$ cat src/hw/spc_pkg.sv
// shared constants and carrier types for the speculation control block
`default_nettype none
package spc_pkg;
  localparam int VA_W = 64;
  localparam int PA_W = 40;
  localparam int ID_W = 2;
  localparam int NMISS = 1 << ID_W;

  // register map, byte addresses on the plain register port
  localparam logic [7:0] REG_STATUS = 8'h00;
  localparam logic [7:0] REG_CONFIG = 8'h04;
  localparam logic [7:0] REG_MISS   = 8'h08;
  localparam logic [7:0] REG_NACKS  = 8'h0c;

  localparam int ST_KX_BIT  = 0;
  localparam int ST_SX_BIT  = 1;
  localparam int ST_UX_BIT  = 2;
  localparam int CFG_CCA_LSB = 0;
  localparam int CFG_CCA_W   = 3;
  localparam int MISS_NACK_LSB = 8;
  localparam int NACKS_W = 16;

  localparam logic [2:0]  ST_RST  = 3'h0;
  localparam logic [2:0]  CFG_RST = 3'h3;
  localparam logic [2:0]  CCA_UNCACHED = 3'h2;

  // address regions
  localparam logic [1:0]      XKPHYS_TAG = 2'h2;
  localparam int              XK_TAG_LSB = 62;
  localparam int              XK_CCA_LSB = 59;
  localparam logic [VA_W-1:0] UNMAPPED_KERNEL_CACHED_SEGMENT_LO = 64'hffffffff80000000;
  localparam logic [VA_W-1:0] UNMAPPED_KERNEL_CACHED_SEGMENT_HI = 64'hffffffff9fffffff;

  typedef enum logic [2:0] {
    OP_OTHER, OP_BRL, OP_SER, OP_CMOV, OP_LOAD, OP_STORE, OP_PREF
  } spc_op_t;

  typedef struct packed {
    logic            valid;  // instruction offered for initiation
    spc_op_t         op;
    logic            spec;   // on an unresolved speculative path
    logic            ft;     // lies in the fall-through block of a branch-likely
    logic            miss;   // memory op missed in the data cache
    logic            tlb_uc; // mapped attribute says uncached
    logic            dep_v;  // consumes data of a pending miss
    logic [ID_W-1:0] dep_id;
    logic [VA_W-1:0] addr;
  } spc_issue_t;

  typedef struct packed {
    logic            grant;    // initiated (prefetch may be dropped)
    logic            defer;    // retry later, dependency or no free miss slot
    logic            block;    // not initiated speculatively
    logic            addr_err; // address error exception
    logic            taken;    // branch predicted taken
    logic            uncached;
    logic            alloc;    // a miss slot was opened
    logic [ID_W-1:0] id;
  } spc_dec_t;

  typedef struct packed {
    logic            valid;
    logic [ID_W-1:0] id;
    logic [PA_W-1:0] addr;
  } spc_breq_t;

  typedef struct packed {
    logic            valid;
    logic            nack;
    logic [ID_W-1:0] id;
  } spc_bresp_t;
endpackage
`default_nettype wire

$ cat src/hw/spc_miss_tbl.sv
// table of outstanding block read misses
`default_nettype none
module spc_miss_tbl import spc_pkg::*; #(
  parameter int N = NMISS
) (
  input  wire logic            clk_sys,  // core clock
  input  wire logic            rst,      // sync reset
  input  wire logic            ce,       // clock enable
  input  wire logic            alloc,    // open the free slot
  input  wire logic            rel,      // close a slot
  input  wire logic            rel_nack, // closing answer was a refusal
  input  wire logic [ID_W-1:0] rel_id,   // slot being closed
  input  wire logic            clr,      // drop refusal mark
  input  wire logic [ID_W-1:0] clr_id,   // slot whose mark drops
  output logic                 free_v,   // a slot is free
  output logic      [ID_W-1:0] free_id,  // lowest free slot
  output logic         [N-1:0] pend,     // outstanding slots
  output logic         [N-1:0] nacked    // slots refused, not yet graduated
);
  function automatic logic [ID_W-1:0] first_free(input logic [N-1:0] busy);
    logic [ID_W-1:0] r;
    r = '0;
    for (int i = N - 1; i >= 0; i--) begin
      if (!busy[i]) r = ID_W'(i);
    end
    return r;
  endfunction

  assign free_v  = ~&pend;
  assign free_id = first_free(pend);

  for (genvar g = 0; g < N; g++) begin : g_slot
    always_ff @(posedge clk_sys) begin
      if (rst) begin
        pend[g]   <= 1'b0;
        nacked[g] <= 1'b0;
      end else if (ce) begin
        if (alloc && free_id == ID_W'(g)) begin
          pend[g]   <= 1'b1;
          nacked[g] <= 1'b0;
        end else begin
          if (rel && rel_id == ID_W'(g)) pend[g] <= 1'b0;
          // a refusal in the same cycle as a graduate clear wins
          if (rel && rel_nack && rel_id == ID_W'(g)) nacked[g] <= 1'b1;
          else if (clr && clr_id == ID_W'(g)) nacked[g] <= 1'b0;
        end
      end
    end
  end
endmodule
`default_nettype wire

$ cat src/hw/spc_ctrl.sv
// speculation and non-blocking miss control
`default_nettype none
//
// Function
// - A branch-likely is always predicted taken.
// - Nothing in the fall-through block of a pending branch-likely is initiated.
// - After a serializing instruction only speculative memory operations are held back.
// - A conditional move never restricts speculation and is initiated like any other instruction.
// - A data miss never stalls; only instructions that use the missing data, and misses that find every miss slot busy, wait.
// - Several misses may be outstanding, and new misses open while older ones pend.
// - A prefetch is only a hint and never raises an address error or waits on a dependency.
// - The physical window splits cached and uncached by hardware; the kernel segment uses the config field.
// - With kernel wide addressing off and supervisor and user on, the physical window is denied.
// - Uncached reads and writes never go out speculatively; only cached block reads do.
module spc_ctrl import spc_pkg::*; (
  input  wire logic       clk_sys,  // 40 MHz core clock
  input  wire logic       rst,      // sync reset, active high
  input  wire logic       ce,       // clock enable, freezes all state
  input  wire spc_issue_t iss,      // instruction offered for initiation
  input  wire logic       brl_res,  // pending branch-likely resolved
  input  wire logic       ser_done, // serializing instruction completed
  input  wire logic       grad_v,   // instruction with a miss slot graduates
  input  wire logic [ID_W-1:0] grad_id, // its miss slot
  input  wire spc_bresp_t bresp,    // completion from the external agent
  input  wire logic [7:0] reg_addr, // register address
  input  wire logic [31:0] reg_wdata, // register write data
  input  wire logic       reg_wr,   // register write strobe
  input  wire logic       reg_rd,   // register read strobe
  output spc_dec_t        dec_r,    // initiation decision, one cycle after iss
  output spc_breq_t       breq_r,   // block read request
  output logic            fill_r,   // refill slot fill_id_r
  output logic [ID_W-1:0] fill_id_r, // slot being refilled
  output logic            fault_r,  // bus error at graduation
  output logic [ID_W-1:0] fault_id_r, // slot of the faulting read
  output logic [31:0]     reg_rdata_r // read data, cycle after reg_rd
);
  logic [2:0]         stat_r;   // wide addressing enables
  logic [2:0]         cca_r;    // kernel segment cache attribute
  logic [NACKS_W-1:0] nacks_r;
  logic               brl_pend_r;
  logic               ser_pend_r;
  logic               free_v;
  logic [ID_W-1:0]    free_id;
  logic [NMISS-1:0]   pend;
  logic [NMISS-1:0]   nacked;
  logic               is_mem, is_xk, is_k0, deny, unc, dep_hit;
  spc_dec_t           dec_nxt;
  logic               is_mem_q;   // checker history only
  logic               iss_pref_q; // checker history only

  spc_miss_tbl #(.N(NMISS)) u_tbl (
    .clk_sys  (clk_sys),
    .rst      (rst),
    .ce       (ce),
    .alloc    (dec_nxt.alloc),
    .rel      (bresp.valid),
    .rel_nack (bresp.nack),
    .rel_id   (bresp.id),
    .clr      (grad_v),
    .clr_id   (grad_id),
    .free_v   (free_v),
    .free_id  (free_id),
    .pend     (pend),
    .nacked   (nacked)
  );

  // address classification
  always_comb begin
    is_mem = iss.op inside {OP_LOAD, OP_STORE, OP_PREF};
    is_xk  = iss.addr[XK_TAG_LSB +: 2] == XKPHYS_TAG;
    is_k0  = iss.addr >= UNMAPPED_KERNEL_CACHED_SEGMENT_LO && iss.addr <= UNMAPPED_KERNEL_CACHED_SEGMENT_HI;
    deny   = is_xk && !stat_r[ST_KX_BIT] && stat_r[ST_SX_BIT] && stat_r[ST_UX_BIT];
    if (is_xk) unc = iss.addr[XK_CCA_LSB +: 3] == CCA_UNCACHED;
    else if (is_k0) unc = cca_r == CCA_UNCACHED;
    else unc = iss.tlb_uc;
    dep_hit = iss.dep_v && pend[iss.dep_id];
  end

  // initiation decision, first match wins
  always_comb begin
    dec_nxt = '0;
    dec_nxt.uncached = iss.valid && is_mem && unc;
    dec_nxt.id = free_id;
    if (iss.valid) begin
      if (iss.ft && brl_pend_r) begin
        dec_nxt.block = 1'b1;
      end else if (is_mem && iss.spec && ser_pend_r) begin
        dec_nxt.block = 1'b1;
      end else if (iss.op == OP_PREF) begin
        // hints that cannot proceed are dropped, never faulted or held
        dec_nxt.grant = 1'b1;
        dec_nxt.alloc = iss.miss && !unc && !deny && !dep_hit && free_v;
      end else if (dep_hit) begin
        dec_nxt.defer = 1'b1;
      end else if (is_mem && deny) begin
        dec_nxt.addr_err = 1'b1;
      end else if (is_mem && unc && iss.spec) begin
        dec_nxt.block = 1'b1;
      end else if (is_mem && iss.miss && !unc) begin
        // other slots may still be pending; only a full table waits
        dec_nxt.alloc = free_v;
        dec_nxt.grant = free_v;
        dec_nxt.defer = !free_v;
      end else begin
        dec_nxt.grant = 1'b1;
        dec_nxt.taken = iss.op == OP_BRL;
      end
    end
  end

  always_ff @(posedge clk_sys) begin
    if (rst) dec_r <= '0;
    else if (ce) dec_r <= dec_nxt;
  end

  // only cached misses reach the external interface, speculative or not
  always_ff @(posedge clk_sys) begin
    if (rst) begin
      breq_r <= '0;
    end else if (ce) begin
      breq_r.valid <= dec_nxt.alloc;
      breq_r.id    <= free_id;
      breq_r.addr  <= iss.addr[PA_W-1:0];
    end
  end

  // speculation fences
  always_ff @(posedge clk_sys) begin
    if (rst) begin
      brl_pend_r <= 1'b0;
      ser_pend_r <= 1'b0;
    end else if (ce) begin
      if (dec_nxt.grant && iss.op == OP_BRL) brl_pend_r <= 1'b1;
      else if (brl_res) brl_pend_r <= 1'b0;
      if (dec_nxt.grant && iss.op == OP_SER) ser_pend_r <= 1'b1;
      else if (ser_done) ser_pend_r <= 1'b0;
    end
  end

  // completions: refusal frees the slot, leaves caches alone
  always_ff @(posedge clk_sys) begin
    if (rst) begin
      fill_r     <= 1'b0;
      fill_id_r  <= '0;
      fault_r    <= 1'b0;
      fault_id_r <= '0;
      nacks_r    <= '0;
    end else if (ce) begin
      fill_r     <= bresp.valid && !bresp.nack;
      fill_id_r  <= bresp.id;
      fault_r    <= grad_v && nacked[grad_id];
      fault_id_r <= grad_id;
      if (bresp.valid && bresp.nack) nacks_r <= nacks_r + NACKS_W'(1);
    end
  end

  // register port
  always_ff @(posedge clk_sys) begin
    if (rst) begin
      stat_r <= ST_RST;
      cca_r  <= CFG_RST;
    end else if (ce && reg_wr) begin
      if (reg_addr == REG_STATUS) stat_r <= reg_wdata[2:0];
      if (reg_addr == REG_CONFIG) cca_r <= reg_wdata[CFG_CCA_LSB +: CFG_CCA_W];
    end
  end

  always_ff @(posedge clk_sys) begin
    if (rst) begin
      reg_rdata_r <= '0;
    end else if (ce) begin
      reg_rdata_r <= '0;
      if (reg_rd) begin
        unique case (reg_addr)
          REG_STATUS: reg_rdata_r <= {29'h0, stat_r};
          REG_CONFIG: reg_rdata_r <= {29'h0, cca_r};
          REG_MISS:   reg_rdata_r <= 32'({nacked, {(MISS_NACK_LSB - NMISS){1'b0}}, pend});
          REG_NACKS:  reg_rdata_r <= 32'(nacks_r);
          default:    reg_rdata_r <= '0;
        endcase
      end
    end
  end

  // checks
  property p_brl_taken;
    @(posedge clk_sys) disable iff (rst)
    ce && iss.valid && iss.op == OP_BRL && !(iss.ft && brl_pend_r) && !dep_hit |=> dec_r.taken && dec_r.grant;
  endproperty
  a_brl_taken: assert property (p_brl_taken) else $error("branch-likely not predicted taken");

  property p_ft_block;
    @(posedge clk_sys) disable iff (rst)
    ce && iss.valid && iss.ft && brl_pend_r |=> dec_r.block && !dec_r.grant && !breq_r.valid;
  endproperty
  a_ft_block: assert property (p_ft_block) else $error("fall-through instruction initiated");

  property p_ser_mem;
    @(posedge clk_sys) disable iff (rst)
    ce && iss.valid && ser_pend_r && iss.spec && !iss.ft |=> is_mem_q == dec_r.block;
  endproperty
  always_ff @(posedge clk_sys) if (ce) is_mem_q <= is_mem;
  a_ser_mem: assert property (p_ser_mem) else $error("serialize fence blocked wrong class");

  property p_cmov;
    @(posedge clk_sys) disable iff (rst)
    ce && iss.valid && iss.op == OP_CMOV && !(iss.ft && brl_pend_r) && !dep_hit |=> dec_r.grant;
  endproperty
  a_cmov: assert property (p_cmov) else $error("conditional move restricted");

  property p_dep;
    @(posedge clk_sys) disable iff (rst)
    ce && iss.valid && !iss.ft && !is_mem && iss.dep_v && pend[iss.dep_id] |=> dec_r.defer && !dec_r.grant;
  endproperty
  a_dep: assert property (p_dep) else $error("dependent instruction not deferred");

  property p_alloc_req;
    @(posedge clk_sys) disable iff (rst)
    dec_r.alloc |-> breq_r.valid && breq_r.id == dec_r.id && !dec_r.uncached;
  endproperty
  a_alloc_req: assert property (p_alloc_req) else $error("miss slot without block read");

  property p_pref;
    @(posedge clk_sys) disable iff (rst)
    ce && iss.valid && iss.op == OP_PREF |=> !dec_r.addr_err && !dec_r.defer;
  endproperty
  a_pref: assert property (p_pref) else $error("prefetch faulted or waited");

  property p_k0;
    @(posedge clk_sys) disable iff (rst)
    ce && iss.valid && is_mem && is_k0 |=> dec_r.uncached == ($past(cca_r) == CCA_UNCACHED);
  endproperty
  a_k0: assert property (p_k0) else $error("kernel segment attribute ignored");

  property p_deny;
    @(posedge clk_sys) disable iff (rst)
    ce && iss.valid && deny && iss.op inside {OP_LOAD, OP_STORE} && !iss.ft && !ser_pend_r && !dep_hit
      |=> dec_r.addr_err && !breq_r.valid;
  endproperty
  a_deny: assert property (p_deny) else $error("physical window not denied");

  property p_unc_spec;
    @(posedge clk_sys) disable iff (rst)
    ce && iss.valid && is_mem && unc && iss.spec |=> !breq_r.valid && (dec_r.block || dec_r.addr_err || dec_r.defer
      || iss_pref_q);
  endproperty
  always_ff @(posedge clk_sys) if (ce) iss_pref_q <= iss.op == OP_PREF;
  a_unc_spec: assert property (p_unc_spec) else $error("uncached op went out speculatively");

  property p_nack;
    @(posedge clk_sys) disable iff (rst)
    ce && grad_v && nacked[grad_id] |=> fault_r && fault_id_r == $past(grad_id);
  endproperty
  a_nack: assert property (p_nack) else $error("refused read did not fault at graduation");

  property p_nack_fill;
    @(posedge clk_sys) disable iff (rst)
    ce && bresp.valid && bresp.nack |=> !fill_r;
  endproperty
  a_nack_fill: assert property (p_nack_fill) else $error("refused read filled");

  c_brl: cover property (@(posedge clk_sys) disable iff (rst) dec_r.taken ##[1:4] dec_r.block);
  c_two_miss: cover property (@(posedge clk_sys) disable iff (rst) pend[0] && pend[1]);
  c_nack_fault: cover property (@(posedge clk_sys) disable iff (rst) fault_r);
  c_ser: cover property (@(posedge clk_sys) disable iff (rst) ser_pend_r && dec_r.block);
endmodule
`default_nettype wire

$ cat config.mk
export PLATFORM = sky130hd
export DESIGN_NAME = spc_ctrl
export DESIGN_NICKNAME = d
export VERILOG_FILES = /design/src/hw/spc_pkg.sv /design/src/hw/spc_miss_tbl.sv /design/src/hw/spc_ctrl.sv
export SDC_FILE = /design/constraint.sdc
export NUM_CORES = 1
export LEC_CHECK = 0
export CAP_MARGIN = 20
export CORE_MARGIN = 2
export CORE_UTILIZATION = 45
export CTS_CLUSTER_DIAMETER = 80
export DETAILED_ROUTE_END_ITERATION = 8
export DONT_BUFFER_PORTS = 1
export PLACE_DENSITY = 0.61
export SLEW_MARGIN = 30
export SYNTH_ARGS = -nofsm -noshare
export SYNTH_HDL_FRONTEND = slang
export SYNTH_SLANG_ARGS = --single-unit
export TNS_END_PERCENT = 1
$ cat constraint.sdc
create_clock -name clk_sys -period 4 [get_ports clk_sys]
set_clock_uncertainty 0.2 [all_clocks]
set_input_delay 0.8 -clock clk_sys [delete_from_list [all_inputs] [get_ports clk_sys]]
set_output_delay 0.8 -clock clk_sys [all_outputs]
set_load 0.03 [all_outputs]
==> flow_metrics.py, run 1 <==
metrics = {
    "status": {
        "outcome": "completed",
    },
    "placed_design": {
        "port_buffers": 0,
        "routabilityCongestion": 0.818,
        "dpl.hpwl_mm": 7.24,
        "dp_cells": 600,
        "post-place-ws_ns": 1.25,
    },
    "timing": {
        "setup_ws_ns": 1.65,
        "worst_pin_slew_ns": 0.624,
        "fmax_mhz": 426,
        "slew_headroom_pct": 58.3,
        "setup_tns_ns": 0,
        "timing.final.crit_share_pct": 58.7,
        "slew_violations": 0,
        "grt_setup_unrepaired": "false",
        "hold_viol": 0,
        "layout_min_cycle_time_ns": 2.35,
        "setup_viol": 0,
    },
    "setup_path": {
        "cp_max_fo": 11,
        "rr_worst_depth": 6,
        "crit_path_top_delay_cell": "nor4b_1",
        "crit_family": "compound AO/OA/AOI/OAI gates",
        "cp.required_ns": 4.08,
        "critical_path_buf_inv_count": 0,
        "path_depth": 6,
        "reg2reg_from": "u_tbl.pend[0]$_SDFFE_PP0P_",
        "start_kind": "primary input",
        "path_cells": "nand2b_4, nor4b_1, a31oi_1, mux2_2, o311a_1, a211oi_1",
        "critPathCaptureType": "flop",
        "critPathArrivalTime_ns": 2.43,
        "cpPeakStageDelay_ns": 0.46,
        "reg2reg_to": "u_tbl.nacked[2]$_SDFFE_PP0P_",
        "reg2reg_slack_ns": 1.87,
        "criticalPathCategory": "primary input to flop",
    },
    "yosys": {
        "synth_area_per_cell_sq_um": 9.23,
        "synth_area_leaders": "dfxtp_1, mux2i_1, nor2_1, buf_4, nand2_1",
        "ys_types": 61,
        "yosys.area.top_type_share_pct": 45.0,
        "async_reset_ff_share_pct": 0,
        "yosys_warnings": 0,
        "syn_area_sq_mm": 0.00459,
        "yosysSeqAreaShare_pct": 45.0,
        "synthFlopType": "dfxtp_1",
        "syn_inst": 497,
        "yosys_register_bits": 103,
        "yosys.area.top_type": "dfxtp_1",
        "synth_edf_count": 0,
    },
    "routing": {
        "vias": 3391,
        "wl_per_cell_um": 16.6,
        "via_per_inst": 5.50,
        "drc": 0,
        "drtIter0Drc": 128,
        "ant_nets": 0,
        "drtPass1Iterations": 4,
        "wl_mm": 10.2,
    },
    "cts": {
        "cts_tree": "yes",
        "clk_pin_slew_worst_paths_ns": 0.09,
        "h-tree-depth": 3,
        "clk_path_buf_depth": 2,
        "post_cts_resized": 0,
        "post_cts_buffers": 0,
        "cts_inserted_buffers": 9,
        "clk_root_buffer_cell": "clkbuf_8",
        "insertion_delay_ns": 0.36,
        "hold_buffers": 0,
        "cts_sinks": 103,
    },
    "global_routing": {
        "grt.overflow.total": 0,
        "grt_max_degree": 105,
        "first_global_vias": 3350,
        "groute.usage.overall_pct": 18.6,
        "antenna_found_initial": 0,
        "grt_pass1_wl_mm": 16.4,
    },
    "cells_and_area": {
        "syn_to_final_growth_pct": 3.79,
        "fin_util_pct": 48.5,
        "n_fill_cell": 980,
        "n_antenna_cell": 0,
        "final_common_cell": "dfxtp_1",
        "fin_cells": 616,
        "nets": 608,
        "drive_above_1_share_pct": 7.25,
        "layout_common_cells": "dfxtp_1, nor2_1, mux2i_1",
    },
    "power": {
        "ir_drop_mv": 0.199,
        "p_per_area_mw_per_mm2": 424,
        "leakage_uw": 0.00183,
    },
    "worst_hold_path": {
        "hp-class": "primary input to flop",
        "min_to": "breq_r[17]$_SDFFE_PP0P_",
        "min-delay-start": "rst",
        "worstHoldPathCells": 1,
    },
    "die": {
        "dieArea_sq_mm": 0.0110,
        "coreArea_sq_mm": 0.00982,
        "ios": 219,
        "fp.dieH_um": 105,
        "rows": 36,
        "die_w_um": 105,
        "start_util_pct": 46.7,
    },
    "job": {
        "cap_violations": 0,
    },
}
-- synth_stat cells (all sizes together) (6+ instances only) --
cell    number
mux2i       54
xor2         7
nor3         6
a22oi        9
xnor2        6
nand4       15
nand2       35
dfxtp      103
buf         29
nor2       101
clkbuf      16
inv         10
nand3       16
a21oi       25
-- cell families (layout without fill, tap and decap cells) --
logic type               after synthesis  after routing  synth area share (%)
AO/OA/AOI/OAI                         64             64                  9.91
flip-flops                           103            103                  45.0
XOR/XNOR                              13             13                  2.48
AND/OR/NAND/NOR                      200            200                  20.5
adder cells (fa/ha/maj)                1              1                 0.273
other                                  1             16                0.0818
buffers and inverters                 55             26                  7.23
multiplexers                          60             60                  14.6
-- cell type report --
| type | instances | area, sq um | share of cell area (%) |
|---|---|---|---|
| Clock inverter | 6 | 108 | 2.26 |
| Tap cell | 133 | 166 | 3.50 |
| Sequential cell | 103 | 2060 | 43.3 |
| Inverter | 10 | 37.5 | 0.789 |
| Clock buffer | 10 | 138 | 2.89 |
| Multi-Input combinational cell | 354 | 2250 | 47.2 |
-- per-layer routing --
metal | global-route usage, % | part of all wire (%)
met5 | 0 | 0
met4 | 9.24 | 2.8
met3 | 6.61 | 8.7
met2 | 28.2 | 45
met1 | 23.5 | 43
-- registers in the layout, summed over array words and instances (netlist names), 2 cells and up --
register,flops
cca_r,3
fill_id_r,2
fault_id_r,2
u_tbl.nacked,4
breq_r,43
stat_r,3
reg_rdata_r,16
nacks_r,16
dec_r,6
u_tbl.pend,4
-- where the power goes --
| part | internal (uW) | switching [uW] |
|---|---|---|
| Clock | 431 | 349 |
| Combinational | 47.4 | 57.1 |
| Sequential | 1060 | 79.7 |
| Total | 1530 | 485 |
-- metrics by stage --
step | cell area (sq um) | power (uW) | hold slack, ns
detailed placement | 4510 | 1270 | 0.284
finish | 4760 | 2020 | 0.298
CTS | 4760 | 2050 | 0.272
global placement | 4510 | 1260 | 0.274
floorplan | 4640 | 1290 | 0.249
global route | 4760 | 2100 | 0.274
-- how the worst max path moves through the flow --
stage / slack, ns / to / from
2_1_floorplan: 1.59 / u_tbl.nacked[2]$_SDFFE_PP0P_ / iss[58]
3_3_place_gp: 1.30 / nacks_r[15]$_SDFFE_PP0P_ / bresp[2]
3_5_place_dp: 1.25 / nacks_r[15]$_SDFFE_PP0P_ / bresp[2]
4_1_cts: 1.64 / nacks_r[15]$_SDFFE_PP0P_ / bresp[2]
5_1_grt: 1.41 / nacks_r[15]$_SDFFE_PP0P_ / ce
6_report: 1.65 / dec_r[6]$_SDFFE_PP0P_ / iss[62]
Power figures use the tool's default switching activity.
==> inputs of run 2 (changes only) <==
- PLACE_DENSITY: 0.61 -> 0.63
- clock period: 4 -> 1.91 ns (I/O delays scaled with it)
==> flow_metrics.py, run 2 (synthesis gave the netlist of run 1 again) <==
metrics = {
    "routing": {
        "via_per_inst": 5.46,
        "wl_per_cell_um": 17.2,
        "drc": 0,
        "wl_mm": 12.2,
        "vias": 3863,
        "ant_nets": 0,
        "drtIter0Drc": 178,
        "drtPass1Iterations": 4,
    },
    "global_routing": {
        "grt_pass1_wl_mm": 19.3,
        "antenna_found_initial": 0,
        "groute.usage.overall_pct": 22.1,
        "grt_max_degree": 62,
        "grt.overflow.total": 0,
        "first_global_vias": 3832,
    },
    "cells_and_area": {
        "largest_register_ffs": 43,
        "n_fill_cell": 901,
        "drive_above_1_share_pct": 11.8,
        "n_antenna_cell": 0,
        "fin_util_pct": 57.1,
        "top_regs": "breq_r: 43 flops, nacks_r: 16 flops, reg_rdata_r: 16 flops",
        "top_register": "breq_r",
        "nets": 702,
        "syn_to_final_growth_pct": 22.3,
        "layout_common_cells": "dfxtp_1, nor2_1, dlygate4sd3_1",
        "final_common_cell": "dfxtp_1",
    },
    "timing": {
        "layout_min_cycle_time_ns": 1.91,
        "grt_setup_unrepaired": "true",
        "setup_ws_ns": 0.000592,
        "fmax_mhz": 524,
        "setup_viol": 0,
        "setup_tns_ns": 0,
        "hold_slack_ns": 0.0239,
        "worst_pin_slew_ns": 0.634,
        "hold_viol": 0,
        "timing.final.crit_share_pct": 100,
        "slew_headroom_pct": 57.7,
        "slew_violations": 0,
    },
    "worst_hold_path": {
        "hp-class": "primary input to flop",
        "worstHoldPathCells": 3,
    },
    "die": {
        "die_w_um": 105,
        "rows": 36,
        "start_util_pct": 46.7,
        "coreArea_sq_mm": 0.00982,
        "dieArea_sq_mm": 0.0110,
        "ios": 219,
        "fp.dieH_um": 105,
    },
    "setup_path": {
        "path_cells": "mux4_2, nand2_4, nand4_4, nor2_4, nand2_2, o31a_1",
        "critPathCaptureType": "flop",
        "rr_worst_depth": 6,
        "cp.required_ns": 1.96,
        "cp_max_fo": 6,
        "start_kind": "flop",
        "cpPeakStageDelay_ns": 0.49,
        "crit_path_top_delay_cell": "mux4_2",
        "critPathArrivalTime_ns": 1.96,
        "criticalPathCategory": "flop to flop",
    },
    "cts": {
        "cts_inserted_buffers": 9,
        "cts_sinks": 103,
        "clk_root_buffer_cell": "clkbuf_8",
        "clk_pin_slew_worst_paths_ns": 0.09,
        "clk_path_buf_depth": 2,
        "h-tree-depth": 3,
        "insertion_delay_ns": 0.36,
        "cts_tree": "yes",
    },
    "status": {
        "outcome": "completed",
    },
    "power": {
        "ir_drop_mv": 0.448,
        "p_per_area_mw_per_mm2": 710,
        "leakage_uw": 0.00230,
    },
    "placed_design": {
        "routabilityCongestion": 0.811,
        "port_buffers": 0,
        "post-place-ws_ns": -0.195,
        "dpl.hpwl_mm": 7.76,
    },
    "job": {
        "cap_violations": 0,
    },
}
-- run 2: changes by cell type in the layout (fill, tap and decap cells not counted), sizes merged --
cell,delta
clkinvlp,-1
buf,+29
bufinv,-3
dlygate4sd3,+65
clkbuf,+3
clkinv,-1
-- run 2: final timing paths --
check / from / to / slack [ns]
setup reg to reg: u_tbl.pend[2]$_SDFFE_PP0P_ / u_tbl.nacked[2]$_SDFFE_PP0P_ / 0.0006
setup / recovery: u_tbl.pend[2]$_SDFFE_PP0P_ / u_tbl.nacked[2]$_SDFFE_PP0P_ / 0.0006
hold / removal: brl_res / brl_pend_r$_SDFFE_PP0P_ / 0.02
hold reg to reg: brl_pend_r$_SDFFE_PP0P_ / brl_pend_r$_SDFFE_PP0P_ / 0.30
-- run 2: report_power, final --
part | leakage [uW] | internal [uW] | switching, uW
sequential | 0.000840 | 2210 | 161
combinational | 0.00138 | 213 | 184
clock | 0.0000854 | 532 | 685
total | 0.00230 | 2950 | 1030
-- run 2: metrics by stage --
step / power [uW] / instances / area [sq um]
2_1_floorplan: 2700 / 512 / 4650
3_5_place_dp: 2670 / 626 / 4720
3_3_place_gp: 2660 / 626 / 4720
4_1_cts: 4000 / 706 / 5560
5_1_grt: 4160 / 708 / 5610
6_report: 3980 / 708 / 5610
-- run 2: routing by layer --
metal / global-route usage (%) / share of wire, %
met5: 0 / 0
met4: 7.05 / 0.88
met3: 7.30 / 8.2
met2: 38.3 / 50
met1: 25.7 / 41
-- run 2: layout make-up --
cell class	instances	area [sq um]	share of cell area (%)
flip-flops and latches	103	2060	36.8
clock buffers	13	159	2.83
multi-input cells	354	2290	40.8
repair buffers	94	892	15.9
well taps	133	166	2.97
clock inverters	1	5.00	0.0892
inverters	10	37.5	0.669
-- run 2: what timing repair did --
| action | 4_1_cts | 5_1_grt |
|---|---|---|
| hold buffers | 66 | 0 |
| buffers inserted | 0 | 2 |
| pin swaps | 0 | 11 |
| resized for setup | 0 | 8 |
| hold endpoints to repair | 102 | 0 |
| setup endpoints to repair | 3 | 12 |
-- run 2: worst max-delay path, delay by kind of cell (launching register included) --
| kind | cells | cell delay [ns] |
|---|---|---|
| AOI/OAI and AO/OA | 1 | 0.24 |
| DFF | 1 | 0.33 |
| muxes | 1 | 0.49 |
| and+or+nand+nor | 4 | 0.55 |
